$ cat src/design/dtr_consts.vh
// constants for the converter trim register bank
`ifndef DTR_CONSTS_VH
`define DTR_CONSTS_VH

`define DTR_ADDR_W 8
`define DTR_DATA_W 32
`define DTR_REG_W 16

// register indices; byte address is four times the index
`define DTR_IDX_GAIN_CH4 6'h04
`define DTR_IDX_GAIN_CH3 6'h05
`define DTR_IDX_GAIN_CH2 6'h06
`define DTR_IDX_GAIN_CH1 6'h07
`define DTR_IDX_RANGE 6'h08
`define DTR_IDX_RES_CH4 6'h09
`define DTR_IDX_RES_CH3 6'h0A
`define DTR_IDX_RES_CH2 6'h0B
`define DTR_IDX_FIRST 6'h04
`define DTR_IDX_LAST 6'h0B
`define DTR_NUM_SLOTS 8

// field layout
`define DTR_GAIN_LSB 0
`define DTR_GAIN_W 7
`define DTR_GAIN_CAL_LSB 8
`define DTR_RANGE_W 2
`define DTR_RES_LSB 0
`define DTR_RES_W 5
`define DTR_RES_CAL_LSB 8
`define DTR_RES_EN_BIT 15

// writable bit masks; calibration fields excluded
`define DTR_GAIN_WMASK 16'h80FF
`define DTR_RANGE_WMASK 16'hFFFF
`define DTR_RES_WMASK 16'hE0FF

// reset values
`define DTR_GAIN_RST 16'h0000
`define DTR_RANGE_RST 16'h0000
`define DTR_RES_RST 16'h000A
`define DTR_CAL_RST 43'h000_0000_0000

// resistor scaling and recommended span
`define DTR_OHMS_PER_CODE 15'h320
`define DTR_OHMS_W 15
`define DTR_RES_CODE_MIN 5'h05
`define DTR_RES_CODE_DEF 5'h0A
`define DTR_RES_CODE_MAX 5'h14

`endif

$ cat src/design/dtr_cal_store.v
// holding register for calibration engine results
`timescale 1ns/1ns
`default_nettype none

module dtr_cal_store #(
   parameter WIDTH = 43
) (
   input wire sys_clk_in,
   input wire rst_in,
   input wire load_in,
   input wire clear_in,
   input wire [WIDTH-1:0] data_in,
   output wire [WIDTH-1:0] data_out
);

   reg [WIDTH-1:0] data_reg;
   reg [WIDTH-1:0] data_next;

   always @*
   begin
      data_next = data_reg;
      if (clear_in)
      begin
         data_next = {WIDTH{1'b0}};
      end
      else if (load_in)
      begin
         data_next = data_in;
      end
   end

   always @(posedge sys_clk_in)
   begin
      if (rst_in)
      begin
         data_reg <= {WIDTH{1'b0}};
      end
      else
      begin
         data_reg <= data_next;
      end
   end

   assign data_out = data_reg;

endmodule // dtr_cal_store

`default_nettype wire

$ cat src/design/dtr_trim_regs.v
// analog trim register bank with apb slave
// Notes on behaviour
// - ch1 signed 7-bit fine gain, calibration overrides
// - ch1 gain calibration result, read only
// - four two-bit range selectors, reset zero
// - range code scales gain span quarters
// - five-bit resistor code, 800 ohm steps
// - codes 0x05 to 0x14 are the span
// - bit 15 writes enable, reads calibration-enabled
// - resistor calibration result, read only
// - three identical resistor registers, consecutive addresses
// - channels 4 to 2 gain registers too
`timescale 1ns/1ns
`default_nettype none
`include "dtr_consts.vh"

module dtr_trim_regs #(
   parameter NUM_GAIN = 4,
   parameter NUM_RES = 3
) (
   input wire sys_clk_in,
   input wire rst_in,
   input wire psel_in,
   input wire penable_in,
   input wire pwrite_in,
   input wire [`DTR_ADDR_W-1:0] paddr_in,
   input wire [`DTR_DATA_W-1:0] pwdata_in,
   output wire [`DTR_DATA_W-1:0] prdata_out,
   output wire pready_out,
   output wire pslverr_out,
   input wire cal_mode_in,
   input wire cal_load_in,
   input wire cal_clear_in,
   input wire [NUM_GAIN*`DTR_GAIN_W-1:0] gain_cal_in,
   input wire [NUM_RES*`DTR_RES_W-1:0] res_cal_in,
   output wire [NUM_GAIN*`DTR_GAIN_W-1:0] gain_word_out,
   output wire [NUM_GAIN*`DTR_RANGE_W-1:0] range_sel_out,
   output wire [NUM_GAIN*3-1:0] span_quarters_out,
   output wire [NUM_RES*`DTR_RES_W-1:0] res_code_out,
   output wire [NUM_RES-1:0] res_enable_out,
   output wire [NUM_RES*`DTR_OHMS_W-1:0] res_ohms_out,
   output wire [NUM_RES-1:0] res_in_span_out
);

   localparam CAL_W = NUM_GAIN*`DTR_GAIN_W + NUM_RES*`DTR_RES_W;

   // one-hot slot select for a byte address; zero when unmapped
   function [`DTR_NUM_SLOTS-1:0] dtr_decode;
      input [`DTR_ADDR_W-1:0] addr;
      integer k;
      begin
         dtr_decode = {`DTR_NUM_SLOTS{1'b0}};
         for (k = 0; k < `DTR_NUM_SLOTS; k = k + 1)
         begin
            if ((addr[1:0] == 2'b00) && (addr[7:2] == `DTR_IDX_FIRST + k[5:0]))
            begin
               dtr_decode[k] = 1'b1;
            end
         end
      end
   endfunction

   // recommended resistor span check
   function dtr_in_span;
      input [`DTR_RES_W-1:0] code;
      begin
         dtr_in_span = (code >= `DTR_RES_CODE_MIN) && (code <= `DTR_RES_CODE_MAX);
      end
   endfunction

   wire [`DTR_NUM_SLOTS-1:0] sel_w;
   wire setup_w;
   wire access_w;
   wire wr_w;
   wire [CAL_W-1:0] cal_w;
   wire [15:0] rd_word_w [0:`DTR_NUM_SLOTS-1];

   wire [NUM_GAIN*16-1:0] gain_reg;
   reg [15:0] range_reg;
   wire [NUM_RES*16-1:0] res_reg;
   reg [`DTR_DATA_W-1:0] prdata_reg;
   reg [`DTR_DATA_W-1:0] prdata_next;
   reg [15:0] rd_mux;
   wire [NUM_GAIN*`DTR_GAIN_W-1:0] gain_word_reg;
   wire [NUM_RES*`DTR_OHMS_W-1:0] res_ohms_reg;
   wire [NUM_RES-1:0] res_in_span_reg;
   integer m;

   assign sel_w = dtr_decode(paddr_in);
   assign setup_w = psel_in & ~penable_in;
   assign access_w = psel_in & penable_in;
   assign wr_w = access_w & pwrite_in;

   // zero-wait slave; unmapped addresses answer with an error
   assign pready_out = 1'b1;
   assign pslverr_out = access_w & ~(|sel_w);
   assign prdata_out = prdata_reg;

   // calibration results held until reloaded or cleared
   dtr_cal_store #(
      .WIDTH(CAL_W)
   ) u_cal_store (
      .sys_clk_in(sys_clk_in),
      .rst_in(rst_in),
      .load_in(cal_load_in),
      .clear_in(cal_clear_in),
      .data_in({res_cal_in, gain_cal_in}),
      .data_out(cal_w)
   );

   genvar c;
   genvar r;

   // gain registers: channel c+1 sits at slot 3-c
   generate
      for (c = 0; c < NUM_GAIN; c = c + 1)
      begin : g_gain
         wire [`DTR_GAIN_W-1:0] cal_gain_w;
         wire [`DTR_GAIN_W-1:0] fine_w;
         reg [15:0] slot_reg;
         reg [`DTR_GAIN_W-1:0] word_reg;
         assign gain_reg[c*16 +: 16] = slot_reg;
         assign gain_word_reg[c*`DTR_GAIN_W +: `DTR_GAIN_W] = word_reg;
         assign cal_gain_w = cal_w[c*`DTR_GAIN_W +: `DTR_GAIN_W];
         assign fine_w = gain_reg[c*16 + `DTR_GAIN_LSB +: `DTR_GAIN_W];

         always @(posedge sys_clk_in)
         begin
            if (rst_in)
            begin
               slot_reg <= `DTR_GAIN_RST;
            end
            else if (wr_w && sel_w[3-c])
            begin
               slot_reg <= pwdata_in[15:0] & `DTR_GAIN_WMASK;
            end
         end

         assign rd_word_w[3-c] = gain_reg[c*16 +: 16]
            | {1'b0, cal_gain_w, 8'h00};

         always @(posedge sys_clk_in)
         begin
            if (rst_in)
            begin
               word_reg <= {`DTR_GAIN_W{1'b0}};
            end
            else if (cal_mode_in)
            begin
               word_reg <= cal_gain_w;
            end
            else
            begin
               word_reg <= fine_w;
            end
         end

         assign range_sel_out[c*`DTR_RANGE_W +: `DTR_RANGE_W] =
            range_reg[c*`DTR_RANGE_W +: `DTR_RANGE_W];
         // span in quarters of the window
         assign span_quarters_out[c*3 +: 3] =
            {1'b0, range_reg[c*`DTR_RANGE_W +: `DTR_RANGE_W]} + 3'h1;
      end
   endgenerate

   // range register at slot 4
   always @(posedge sys_clk_in)
   begin
      if (rst_in)
      begin
         range_reg <= `DTR_RANGE_RST;
      end
      else if (wr_w && sel_w[4])
      begin
         range_reg <= pwdata_in[15:0] & `DTR_RANGE_WMASK;
      end
   end

   assign rd_word_w[4] = range_reg;

   // resistor registers: channel r+2 sits at slot 7-r
   generate
      for (r = 0; r < NUM_RES; r = r + 1)
      begin : g_res
         wire [`DTR_RES_W-1:0] code_w;
         wire [`DTR_RES_W-1:0] cal_res_w;
         wire en_w;
         reg [15:0] slot_reg;
         reg [`DTR_OHMS_W-1:0] ohms_reg;
         reg span_reg;
         assign res_reg[r*16 +: 16] = slot_reg;
         assign res_ohms_reg[r*`DTR_OHMS_W +: `DTR_OHMS_W] = ohms_reg;
         assign res_in_span_reg[r] = span_reg;
         assign code_w = res_reg[r*16 + `DTR_RES_LSB +: `DTR_RES_W];
         assign en_w = res_reg[r*16 + `DTR_RES_EN_BIT];
         assign cal_res_w = cal_w[NUM_GAIN*`DTR_GAIN_W + r*`DTR_RES_W +: `DTR_RES_W];

         always @(posedge sys_clk_in)
         begin
            if (rst_in)
            begin
               slot_reg <= `DTR_RES_RST;
            end
            else if (wr_w && sel_w[7-r])
            begin
               slot_reg <= pwdata_in[15:0] & `DTR_RES_WMASK;
            end
         end

         assign rd_word_w[7-r] = {en_w & cal_mode_in,
            res_reg[r*16 + 13 +: 2], cal_res_w, res_reg[r*16 +: 8]};

         assign res_code_out[r*`DTR_RES_W +: `DTR_RES_W] = code_w;
         assign res_enable_out[r] = en_w;

         always @(posedge sys_clk_in)
         begin
            if (rst_in)
            begin
               ohms_reg <= {`DTR_OHMS_W{1'b0}};
               span_reg <= 1'b0;
            end
            else
            begin
               ohms_reg <= {10'h000, code_w} * `DTR_OHMS_PER_CODE;
               span_reg <= dtr_in_span(code_w);
            end
         end
      end
   endgenerate

   // read mux over the selected slot
   always @*
   begin
      rd_mux = 16'h0000;
      for (m = 0; m < `DTR_NUM_SLOTS; m = m + 1)
      begin
         if (sel_w[m])
         begin
            rd_mux = rd_word_w[m];
         end
      end
   end

   // read data captured in setup, shown in access
   always @*
   begin
      prdata_next = prdata_reg;
      if (setup_w && !pwrite_in)
      begin
         prdata_next = {16'h0000, rd_mux};
      end
   end

   always @(posedge sys_clk_in)
   begin
      if (rst_in)
      begin
         prdata_reg <= 32'h0000_0000;
      end
      else
      begin
         prdata_reg <= prdata_next;
      end
   end

   assign gain_word_out = gain_word_reg;
   assign res_ohms_out = res_ohms_reg;
   assign res_in_span_out = res_in_span_reg;

endmodule // dtr_trim_regs

`default_nettype wire

$ cat config.mk
export PLATFORM = sky130hd
export DESIGN_NAME = dtr_trim_regs
export DESIGN_NICKNAME = d
export VERILOG_FILES = /design/src/design/dtr_cal_store.v /design/src/design/dtr_trim_regs.v
export VERILOG_INCLUDE_DIRS = /design/src /design/src/design
export SDC_FILE = /design/constraint.sdc
export NUM_CORES = 1
export LEC_CHECK = 0
export ABC_AREA = 1
export ABC_CLOCK_PERIOD_IN_PS = 5900
export BUFFER_PORTS_ARGS = -buffer_cell sky130_fd_sc_hd__buf_2
export CORE_ASPECT_RATIO = 1.25
export CORE_UTILIZATION = 45
export DETAILED_ROUTE_END_ITERATION = 16
export PLACE_DENSITY = 0.76
export SKIP_LAST_GASP = 1
export SYNTH_ARGS = -nofsm -noshare
export SYNTH_HDL_FRONTEND = slang
export SYNTH_SLANG_ARGS = --single-unit
$ cat constraint.sdc
create_clock -name sys_clk_in -period 5.9 [get_ports sys_clk_in]
set_input_delay 0.295 -clock sys_clk_in [delete_from_list [all_inputs] [get_ports sys_clk_in]]
set_output_delay 0.295 -clock sys_clk_in [all_outputs]
set_load 0.005 [all_outputs]
==> summary.md, run 1 <==
| Metric | Value |
|---|---|
| Peak Freq | 363 MHz |
| Synth cell types | 35 |
| CORE AREA | 21000 um^2 |
| Min cycle time layout | 2750 ps |
| Routability Congestion | 0.842 |
| DP HPWL | 18600 um |
| Post-Synth Simple-Gate Area | 16.9% |
| Largest family of logic cells by synthesized area | compound AO/OA/AOI/OAI gates |
| Post-synthesis mux area share | 0% |
| Commonest non-fill, non-tap cell in the layout | dfxtp_1 |
| Drt drc | 0 |
| Wire length on met2 | 12500 um |
| Hold slack final | 33.9 ps |
| Cell count after synthesis | 1272 |
| Max Cap Viol | 0 |
| R2R Setup Slk | 3150 ps |
| Hold Crit Class | in -> reg |
| Status | complete, no violations |
| Highest metal used | met5 |
| Crit-path cells | inv_1, ha_1, ha_1, ha_1, ha_1, nand2_1, inv_1, or2_2, a21oi_1, o21ai_0, a21oi_1 |
| Pwr Total | 3.02 mW |
| Via density | 5.13 |
| CP max stage delay | 490 ps |
| Leakage power | 5.17 nW |
| Non-Filler Instances | 1690 |
| Xor/xnor cell area share of the yosys netlist | 0.271% |
| 1st-iter DRT viols | 704 |
| Seq cells post-synth | 205 |
| Compound-Gate Fraction of Synth Area | 17.6% |
| CTS buffer count | 21 |
| Synth Area in Adders | 9.26% |
| Final nets | 1559 |
| Hold depth | 3 |
| Postcts setup bufs | 0 |
| Routed metal-1 wirelength | 11200 um |
| Met3 wire length | 2270 um |
| Most Frequent Cell on Critical Path | ha_1 |
| Antenna Nets Post-Route | 0 |
| Asr flop ratio synth | 0% |
| Reg2reg path depth | 11 |
| CP endpoint kind | flop |
| Pins Over Slew Limit | 0 |
| Post-synth EDFFs | 0 |
| Fillers | 1993 |
| Slew Limit Headroom | 24.8% |
| Area grow syn2layout | 15.2% |
| Slowest cell on the critical path | dfxtp_1 |
| Total track usage | 23.7% |
| Clock Sinks | 205 |
| Io pins | 239 |
| Starting density of the core | 46.3% |
| Yosys warns | 0 |
| CTS tree | built |
| Peak supply drop | 0.229 mV |
| # hold bufs at CTS | 0 |
| Share of cells above drive strength 1 | 17.9% |
| Worst-path fanout max | 6 |
| Final WL | 26600 um |
| Syn Area/Cell | 7.63 um^2 |
| Total gr overflow | 0 |
| Die area | 22200 um^2 |
| Vias in the first global route | 7896 |
| Clock Skew | 18.7 ps |
| FF+latch area | 4100 um^2 |
| Placed cell count | 1649 |
| Final setup fails | 0 |
| Clock Tree Root | clkbuf_16 |
| Die width | 133 um |
| Worst hold start | pwdata_in[10] |
| Crit path DAT | 3180 ps |
| Seq/Total Area, Yosys | 42.3% |
| Type of origin of the critical path | flop |
| Initial antenna violation count | 5 |
| Multi-input logic area | 4390 um^2 |
| CTS H-Tree Depth | 1 |
| Bufs on Longest Clock Path | 3 |
| Commonest non-fill, non-tap cells in the layout | dfxtp_1 (205), buf_2 (190), nand2_1 (165) |
| Critical Path Start | g_res[2].slot_reg[3]$_SDFFE_PP1P_ |
| Power Density | 270 nW/um^2 |
| Setup TNS | 0 ps |
| Util after Layout | 53.3% |
| Die height | 166 um |
| Vias | 8674 |
| Final period util | 46.7% |
| Hold Vio Cnt, Final | 0 |
| Post-Syn Area | 9700 um^2 |
| Largest net degree at the start of global routing | 117 |
| Drt pass-1 iters | 5 |
| Worst R2R Start | g_res[2].slot_reg[3]$_SDFFE_PP1P_ |
| Wirelength per Cell | 15.8 um |
| First-pass GRT wire length | 41900 um |
| Buffers on Ports | 190 |
| Row cnt | 59 |
| Clk pin slew, worst setup/hold paths | 60 ps |
| Worst-margin pin slew | 1120 ps |
| Largest register FFs | 43 |
| # resized after CTS | 0 |
| Top_reg_cell synth | dfxtp_1 |
| Crit Path Category | reg -> reg |
| Unrepaired setup endpoints after global routing | no |
| Data required time of the critical path | 6330 ps |
| Worst-Skew Late Latency | 500 ps |
cell type report:
type                            count  area share, %
Antenna cell                        4         0.0896
Clock buffer                       22           4.74
Clock inverter                     15           1.88
Inverter                          158           5.32
Multi-Input combinational cell    817           39.3
Sequential cell                   205           36.7
Tap cell                          274           3.07
Timing Repair Buffer              195           8.85
worst max-delay path, delay by kind of cell, from the launching register on:
kind	cells	cell delay, ps
adders and majority gates	4	1240
AOI/OAI and AO/OA	3	400
buffers and inverters	2	210
DFF	1	490
and+or+nand+nor	2	340
worst paths after layout:
check                                              to
setup / recovery     g_res[2].ohms_reg[14]$_SDFF_PP0_
hold / removal             range_reg[10]$_SDFFE_PP0P_
setup reg to reg     g_res[2].ohms_reg[14]$_SDFF_PP0_
hold reg to reg   g_gain[2].slot_reg[15]$_SDFFE_PP0P_
cell usage after synthesis (all sizes together), types with 2 or more instances:
cell	instances	area [um^2]
a211oi	9	67.6
a21oi	162	811
a41oi	3	26.3
buf	83	577
clkbuf	39	148
clkinv	2	7.51
conb	2	7.51
dfxtp	205	4100
fa	3	60.1
ha	67	838
inv	156	586
nand2	166	626
nand3	78	395
nand4	16	100
nor2	113	474
nor3	5	30.0
o211ai	2	15.0
o21ai	151	756
o21bai	2	15.0
or2	2	12.5
xor2	3	26.3
stage by stage:
step,setup slack [ps],cell area [um^2]
final,3150,11200
after global placement,3160,10400
after detailed placement,3100,10400
after CTS,3120,11200
after floorplan,3490,9820
after global routing,2930,11200
kinds of logic after synthesis:
| family | count (synthesis) |
|---|---|
| compound gates | 332 |
| xor+xnor | 3 |
| fa+ha+maj | 70 |
| buf+inv | 280 |
| flops | 205 |
| other cells | 2 |
| simple gates | 380 |
power breakdown:
part | leakage, nW | switching [mW] | internal (mW)
clock | 0.344 | 0.588 | 0.843
combinational | 3.16 | 0.114 | 0.0545
sequential | 1.67 | 0.0104 | 1.41
routing by layer:
metal | vias to the layer above | global-route usage [%]
li1 | 4324 | -
met1 | 3951 | 31.0
met2 | 355 | 38.6
met3 | 42 | 5.22
met4 | 2 | 7.51
met5 | - | 0
Note: power is estimated with default switching activity, not from simulation.
==> run 2: changes to the inputs <==
Settings changed: ABC_CLOCK_PERIOD_IN_PS 5900 to 2700.
Clock period 5.9 ns to 2.7 ns, I/O delays scaled along.
==> summary.md, run 2 (synthesis results as in run 1) <==
| Metric | Value |
|---|---|
| Status | complete, no violations |
| Setup TNS | 0 ps (unchanged) |
| Final setup fails | 0 (unchanged) |
| Vias in the first global route | 8565 (+8.5%) |
| Hold Crit Class | in -> reg |
| Io pins | 239 (unchanged) |
| Crit Path Category | reg -> reg |
| Commonest non-fill, non-tap cells in the layout | dfxtp_1 (205), buf_2 (190), nand2_1 (165) |
| Die area | 22200 um^2 (unchanged) |
| Largest net degree at the start of global routing | 48 (-59%) |
| Power Density | 572 nW/um^2 (+110%) |
| Starting density of the core | 46.3% (unchanged) |
| Via density | 5.20 (+1.4%) |
| Worst R2R Start | g_res[1].slot_reg[3]$_SDFFE_PP1P_ |
| Hold Vio Cnt, Final | 0 (unchanged) |
| Crit path DAT | 2970 ps (-210 ps) |
| Wirelength per Cell | 15.8 um (+0.34%) |
| Peak supply drop | 0.440 mV (+93%) |
| Total gr overflow | 0 (unchanged) |
| Postcts setup bufs | 0 (unchanged) |
| CTS buffer count | 22 (+4.8%) |
| Non-Filler Instances | 1773 (+4.9%) |
| First-pass GRT wire length | 44100 um (+5.2%) |
| Row cnt | 59 (unchanged) |
| Seq pwr share | 45.3% (-1.8 points) |
| Worst hold start | pwdata_in[3] |
| Pins Over Slew Limit | 0 (unchanged) |
| CP endpoint kind | flop |
| Clock Skew | 7.82 ps (-10.9 ps) |
| CORE AREA | 21000 um^2 (unchanged) |
| CTS H-Tree Depth | 1 (unchanged) |
| Bufs on Longest Clock Path | 3 (unchanged) |
| Final WL | 28000 um (+5.3%) |
| Peak Freq | 396 MHz (+9.2%) |
| Clock Tree Root | clkbuf_16 |
| Final nets | 1642 (+5.3%) |
| Combinational Power Share | 6.6% (+1.0 points) |
| Min cycle time layout | 2520 ps (-232 ps) |
| Drt pass-1 iters | 5 (unchanged) |
| Vias | 9228 (+6.4%) |
| Antenna Nets Post-Route | 0 (unchanged) |
| Area grow syn2layout | 23.5% |
| Data required time of the critical path | 3150 ps (-3180 ps) |
| CTS tree | built |
| Leakage power | 5.57 nW (+7.8%) |
| Int Pwr | 5.30 mW (+130%) |
| Largest register FFs | 43 (unchanged) |
| DP HPWL | 19300 um (+3.9%) |
| Clk pin slew, worst setup/hold paths | 60 ps (about the same) |
| Initial antenna violation count | 3 (-2) |
| Type of origin of the critical path | flop |
| Max Cap Viol | 0 (unchanged) |
| Drt drc | 0 (unchanged) |
| Buffers on Ports | 190 (unchanged) |
| Worst-path fanout max | 5 (-1) |
| Commonest non-fill, non-tap cell in the layout | dfxtp_1 |
| P_sw | 1.56 mW (+120%) |
| Total track usage | 24.8% (+1.1 points) |
| Slew Limit Headroom | 39.2% (+14 points) |
| 1st-iter DRT viols | 690 (-2.0%) |
| Worst-Skew Late Latency | 510 ps (about the same) |
| Final period util | 93.4% (+47 points) |
| # hold bufs at CTS | 57 (+57) |
| Placed cell count | 1674 (+1.5%) |
| # resized after CTS | 0 (unchanged) |
| Share of cells above drive strength 1 | 18.6% (+0.68 points) |
| Die height | 166 um (unchanged) |
| Critical Path Start | g_res[1].slot_reg[3]$_SDFFE_PP1P_ |
| Unrepaired setup endpoints after global routing | no |
| Worst-margin pin slew | 911 ps (-213 ps) |
| Net Sw Frac | 22.8% (-0.82 points) |
| Die width | 133 um (unchanged) |
| Routability Congestion | 0.873 (+3.7%) |
| Clock Sinks | 205 (unchanged) |
| Clock network power share | 48.1% (+0.7 points) |
## run 2: through the flow
step                utilization, %  power, mW  cell area (um^2)  hold slack, ps  setup WS [ps]
floorplan                        -       3.40              9820             261            287
global placement              50.6       3.54             10600             371            303
detailed placement            50.6       3.55             10600             374            223
CTS                           57.1       6.88             12000            29.9            192
global route                  57.1       7.06             12000            33.6           11.1
finish                        57.2       6.86             12000            44.8            178
## run 2: path summary, 6_finish.rpt
path | endpoint | slack [ps] | cells after the start
worst min-delay path | g_res[1].slot_reg[3]$_SDFFE_PP1P_ | 40 | 3
worst min register to register | g_gain[2].slot_reg[15]$_SDFFE_PP0P_ | 450 | 2
worst max-delay path | g_res[1].ohms_reg[14]$_SDFF_PP0_ | 180 | 11
worst max register to register | g_res[1].ohms_reg[14]$_SDFF_PP0_ | 180 | 11
## run 2: power groups by stage
stage / logic [mW] / clock network (mW) / registers, mW
after floorplan: 0.227 / 0 / 3.17
after global placement: 0.372 / 0 / 3.17
after detailed placement: 0.374 / 0 / 3.17
after CTS: 0.442 / 3.34 / 3.11
after global routing: 0.492 / 3.46 / 3.11
final: 0.451 / 3.30 / 3.11
## run 2: area by class of cell
| type | count | area (um^2) |
|---|---|---|
| multi-input cells | 817 | 4390 |
| well taps | 274 | 343 |
| clock buffers | 28 | 624 |
| repair buffers | 277 | 1750 |
| inverters | 158 | 593 |
| clock inverters | 10 | 171 |
| fillers | 1873 | 8980 |
| flip-flops and latches | 205 | 4100 |
| diodes | 4 | 10.0 |
## run 2: metal layers
metal,vias to the layer above,share of wire [%],track usage (%)
met5,-,0,0
met2,457,47,41.5
li1,4491,-,-
met4,0,3.7,10.5
met3,78,8.9,4.64
met1,4202,41,31.0
## run 2: critical path, cell delays in order, from the launching register on
cell and delay (ps):
dfxtp_1 340, inv_1 110, ha_1 310, ha_1 310
ha_1 300, ha_1 320, nand2_1 80, inv_1 40
or2_2 260, a21oi_1 170, o21ai_0 90, a21oi_1 130
==> run 3: changes to the inputs <==
Settings changed: ABC_CLOCK_PERIOD_IN_PS 2700 to 3200.
Clock period 2.7 ns to 3.2 ns, I/O delays scaled along.
==> summary.md, run 3 (synthesis results as in run 1) <==
| Metric | Value |
|---|---|
| Most Frequent Cell on Critical Path | ha_1 |
| Met3 Use GR | 5.01% (+0.37 points) |
| Die height | 166 um (unchanged) |
| Starting density of the core | 46.3% (unchanged) |
| 1st-iter DRT viols | 730 (+5.8%) |
| R2R Setup Slk | 560 ps (+380 ps) |
| Worst hold start | pwdata_in[5] |
| Hold Crit Class | in -> reg |
| Reg2reg path depth | 11 (unchanged) |
| DP HPWL | 19100 um (-1.1%) |
| Clock Skew | 17.4 ps (+9.58 ps) |
| Leakage power | 5.47 nW (-1.9%) |
| Vias | 9076 (-1.6%) |
| Initial antenna violation count | 3 (unchanged) |
| Crit-path cells | inv_1, ha_1, ha_1, ha_1, ha_1, nand2_1, inv_1, or2_2, a21oi_1, o21ai_0, a21oi_1 |
| Final WL | 27800 um (-0.96%) |
| Antenna Nets Post-Route | 0 (unchanged) |
| Row cnt | 59 (unchanged) |
| Data required time of the critical path | 3650 ps (+500 ps) |
| Worst-path fanout max | 6 (+1) |
| First-pass GRT wire length | 43800 um (-0.72%) |
| CORE AREA | 21000 um^2 (unchanged) |
| Via density | 5.17 (-0.64%) |
| Final setup fails | 0 (unchanged) |
| Wirelength per Cell | 15.8 um (about the same) |
| Min cycle time layout | 2640 ps (+118 ps) |
| Hold Vio Cnt, Final | 0 (unchanged) |
| Worst-Skew Late Latency | 510 ps (about the same) |
| CTS H-Tree Depth | 1 (unchanged) |
| Unrepaired setup endpoints after global routing | no |
| # resized after CTS | 0 (unchanged) |
| Power Density | 470 nW/um^2 (-18%) |
| Vias in the first global route | 8507 (-0.68%) |
| Drt drc | 0 (unchanged) |
| Crit path DAT | 3090 ps (+120 ps) |
| FF+latch area | 4100 um^2 (unchanged) |
| Slew Limit Headroom | 38.1% (-1.0 points) |
| Status | complete, no violations |
| Most used routing layer | met2 |
| CTS tree | built |
| Worst hold endpoint | g_gain[1].slot_reg[5]$_SDFFE_PP0P_ |
| Setup TNS | 0 ps (unchanged) |
| Worst-margin pin slew | 927 ps (+15.6 ps) |
| Type of origin of the critical path | flop |
| Max Cap Viol | 0 (unchanged) |
| Worst R2R Start | g_res[1].slot_reg[4]$_SDFFE_PP0P_ |
| Slowest cell on the critical path | dfxtp_1 |
| Met2 usage | 40.2% (-1.2 points) |
| Final nets | 1626 (-0.97%) |
| Largest net degree at the start of global routing | 65 (+35%) |
| Final period util | 82.5% (-11 points) |
| Peak supply drop | 0.365 mV (-17%) |
| Total track usage | 24.5% (-0.30 points) |
| Util after Layout | 56.2% (-0.96 points) |
| Clock Tree Root | clkbuf_16 |
| Die width | 133 um (unchanged) |
| Clk pin slew, worst setup/hold paths | 60 ps (about the same) |
| Die area | 22200 um^2 (unchanged) |
| Peak Freq | 379 MHz (-4.5%) |
| Clock Sinks | 205 (unchanged) |
| Commonest non-fill, non-tap cells in the layout | dfxtp_1 (205), buf_2 (190), nand2_1 (165) |
| Routability Congestion | 0.865 (-0.97%) |
| Hold depth | 3 (unchanged) |
| Share of cells above drive strength 1 | 17.8% (-0.81 points) |
| CP endpoint kind | flop |
| Met1 Resource Use GR | 31.2% (+0.27 points) |
| Drt pass-1 iters | 5 (unchanged) |
| Total gr overflow | 0 (unchanged) |
| Commonest non-fill, non-tap cell in the layout | dfxtp_1 |
| Crit Path Category | reg -> reg |
| Fillers | 1898 (+1.3%) |
| Io pins | 239 (unchanged) |
| Area grow syn2layout | 21.5% |
| Multi-input logic area | 4390 um^2 (unchanged) |
| CTS buffer count | 22 (unchanged) |
| Pins Over Slew Limit | 0 (unchanged) |
| CP max stage delay | 460 ps (+120 ps) |
| Bufs on Longest Clock Path | 3 (unchanged) |
| Buffers on Ports | 190 (unchanged) |
| Largest register FFs | 43 (unchanged) |
| R2R Path End | g_res[1].ohms_reg[14]$_SDFF_PP0_ |
[run 3: cell type report]
cell class                 instances  area share, %
antenna                            2         0.0425
clock buffer                      33           5.62
clock inverter                     5          0.552
inverter                         158           5.03
multi-input combinational        817           37.3
sequential                       205           34.8
tap                              274           2.91
timing repair buffer             261           13.7
[run 3: how the worst max path moves through the flow]
stage                                                 start                          endpoint  slack, ps  depth (start not counted)
after detailed placement  g_res[2].slot_reg[3]$_SDFFE_PP1P_  g_res[2].ohms_reg[14]$_SDFF_PP0_        570                         11
after global routing      g_res[0].slot_reg[3]$_SDFFE_PP1P_  g_res[0].ohms_reg[14]$_SDFF_PP0_        320                         11
after CTS                 g_res[1].slot_reg[4]$_SDFFE_PP0P_  g_res[1].ohms_reg[14]$_SDFF_PP0_        550                         11
final                     g_res[1].slot_reg[4]$_SDFFE_PP0P_  g_res[1].ohms_reg[14]$_SDFF_PP0_        560                         11
after floorplan           g_res[2].slot_reg[3]$_SDFFE_PP1P_  g_res[2].ohms_reg[14]$_SDFF_PP0_        790                         11
after global placement    g_res[2].slot_reg[3]$_SDFFE_PP1P_  g_res[2].ohms_reg[14]$_SDFF_PP0_        640                         11
[run 3: stage by stage]
| step | cells | total power, mW | hold slack [ps] | cell area [um^2] | setup WS [ps] |
|---|---|---|---|---|---|
| 6_report | 1755 | 5.53 | 8.06 | 11800 | 560 |
| 5_1_grt | 1754 | 5.73 | 10.6 | 11800 | 322 |
| 4_1_cts | 1753 | 5.57 | 0.296 | 11800 | 552 |
| 3_5_place_dp | 1661 | 2.99 | 408 | 10500 | 568 |
| 3_3_place_gp | 1661 | 2.99 | 398 | 10500 | 635 |
| 2_1_floorplan | 1302 | 2.87 | 286 | 9820 | 787 |
[run 3: worst max-delay path, delay by kind of cell, from the launching register on]
kind                     cells  cell delay [ps]
AND/OR/NAND/NOR              2              330
AO/OA/AOI/OAI                3              380
buffers and inverters        2              180
flip-flops                   1              460
adder cells (fa/ha/maj)      4             1210
[run 3: per-layer routing]
metal | share of wire, % | up-vias
met5 | 0.043 | -
met1 | 41 | 4148
met3 | 9.0 | 72
met4 | 3.4 | 2
met2 | 46 | 406
li1 | - | 4448
[run 3: report_power, final]
part           internal, mW  total (mW)  switching, mW
registers              2.60        2.62         0.0202
clock network          1.51        2.54           1.03
logic                 0.147       0.373          0.226
total                  4.26        5.53           1.27
[run 3: timing repair]
action	in CTS	in global routing
hold buffers	54	0
setup buffers	0	0
endpoints found under the hold margin	58	0
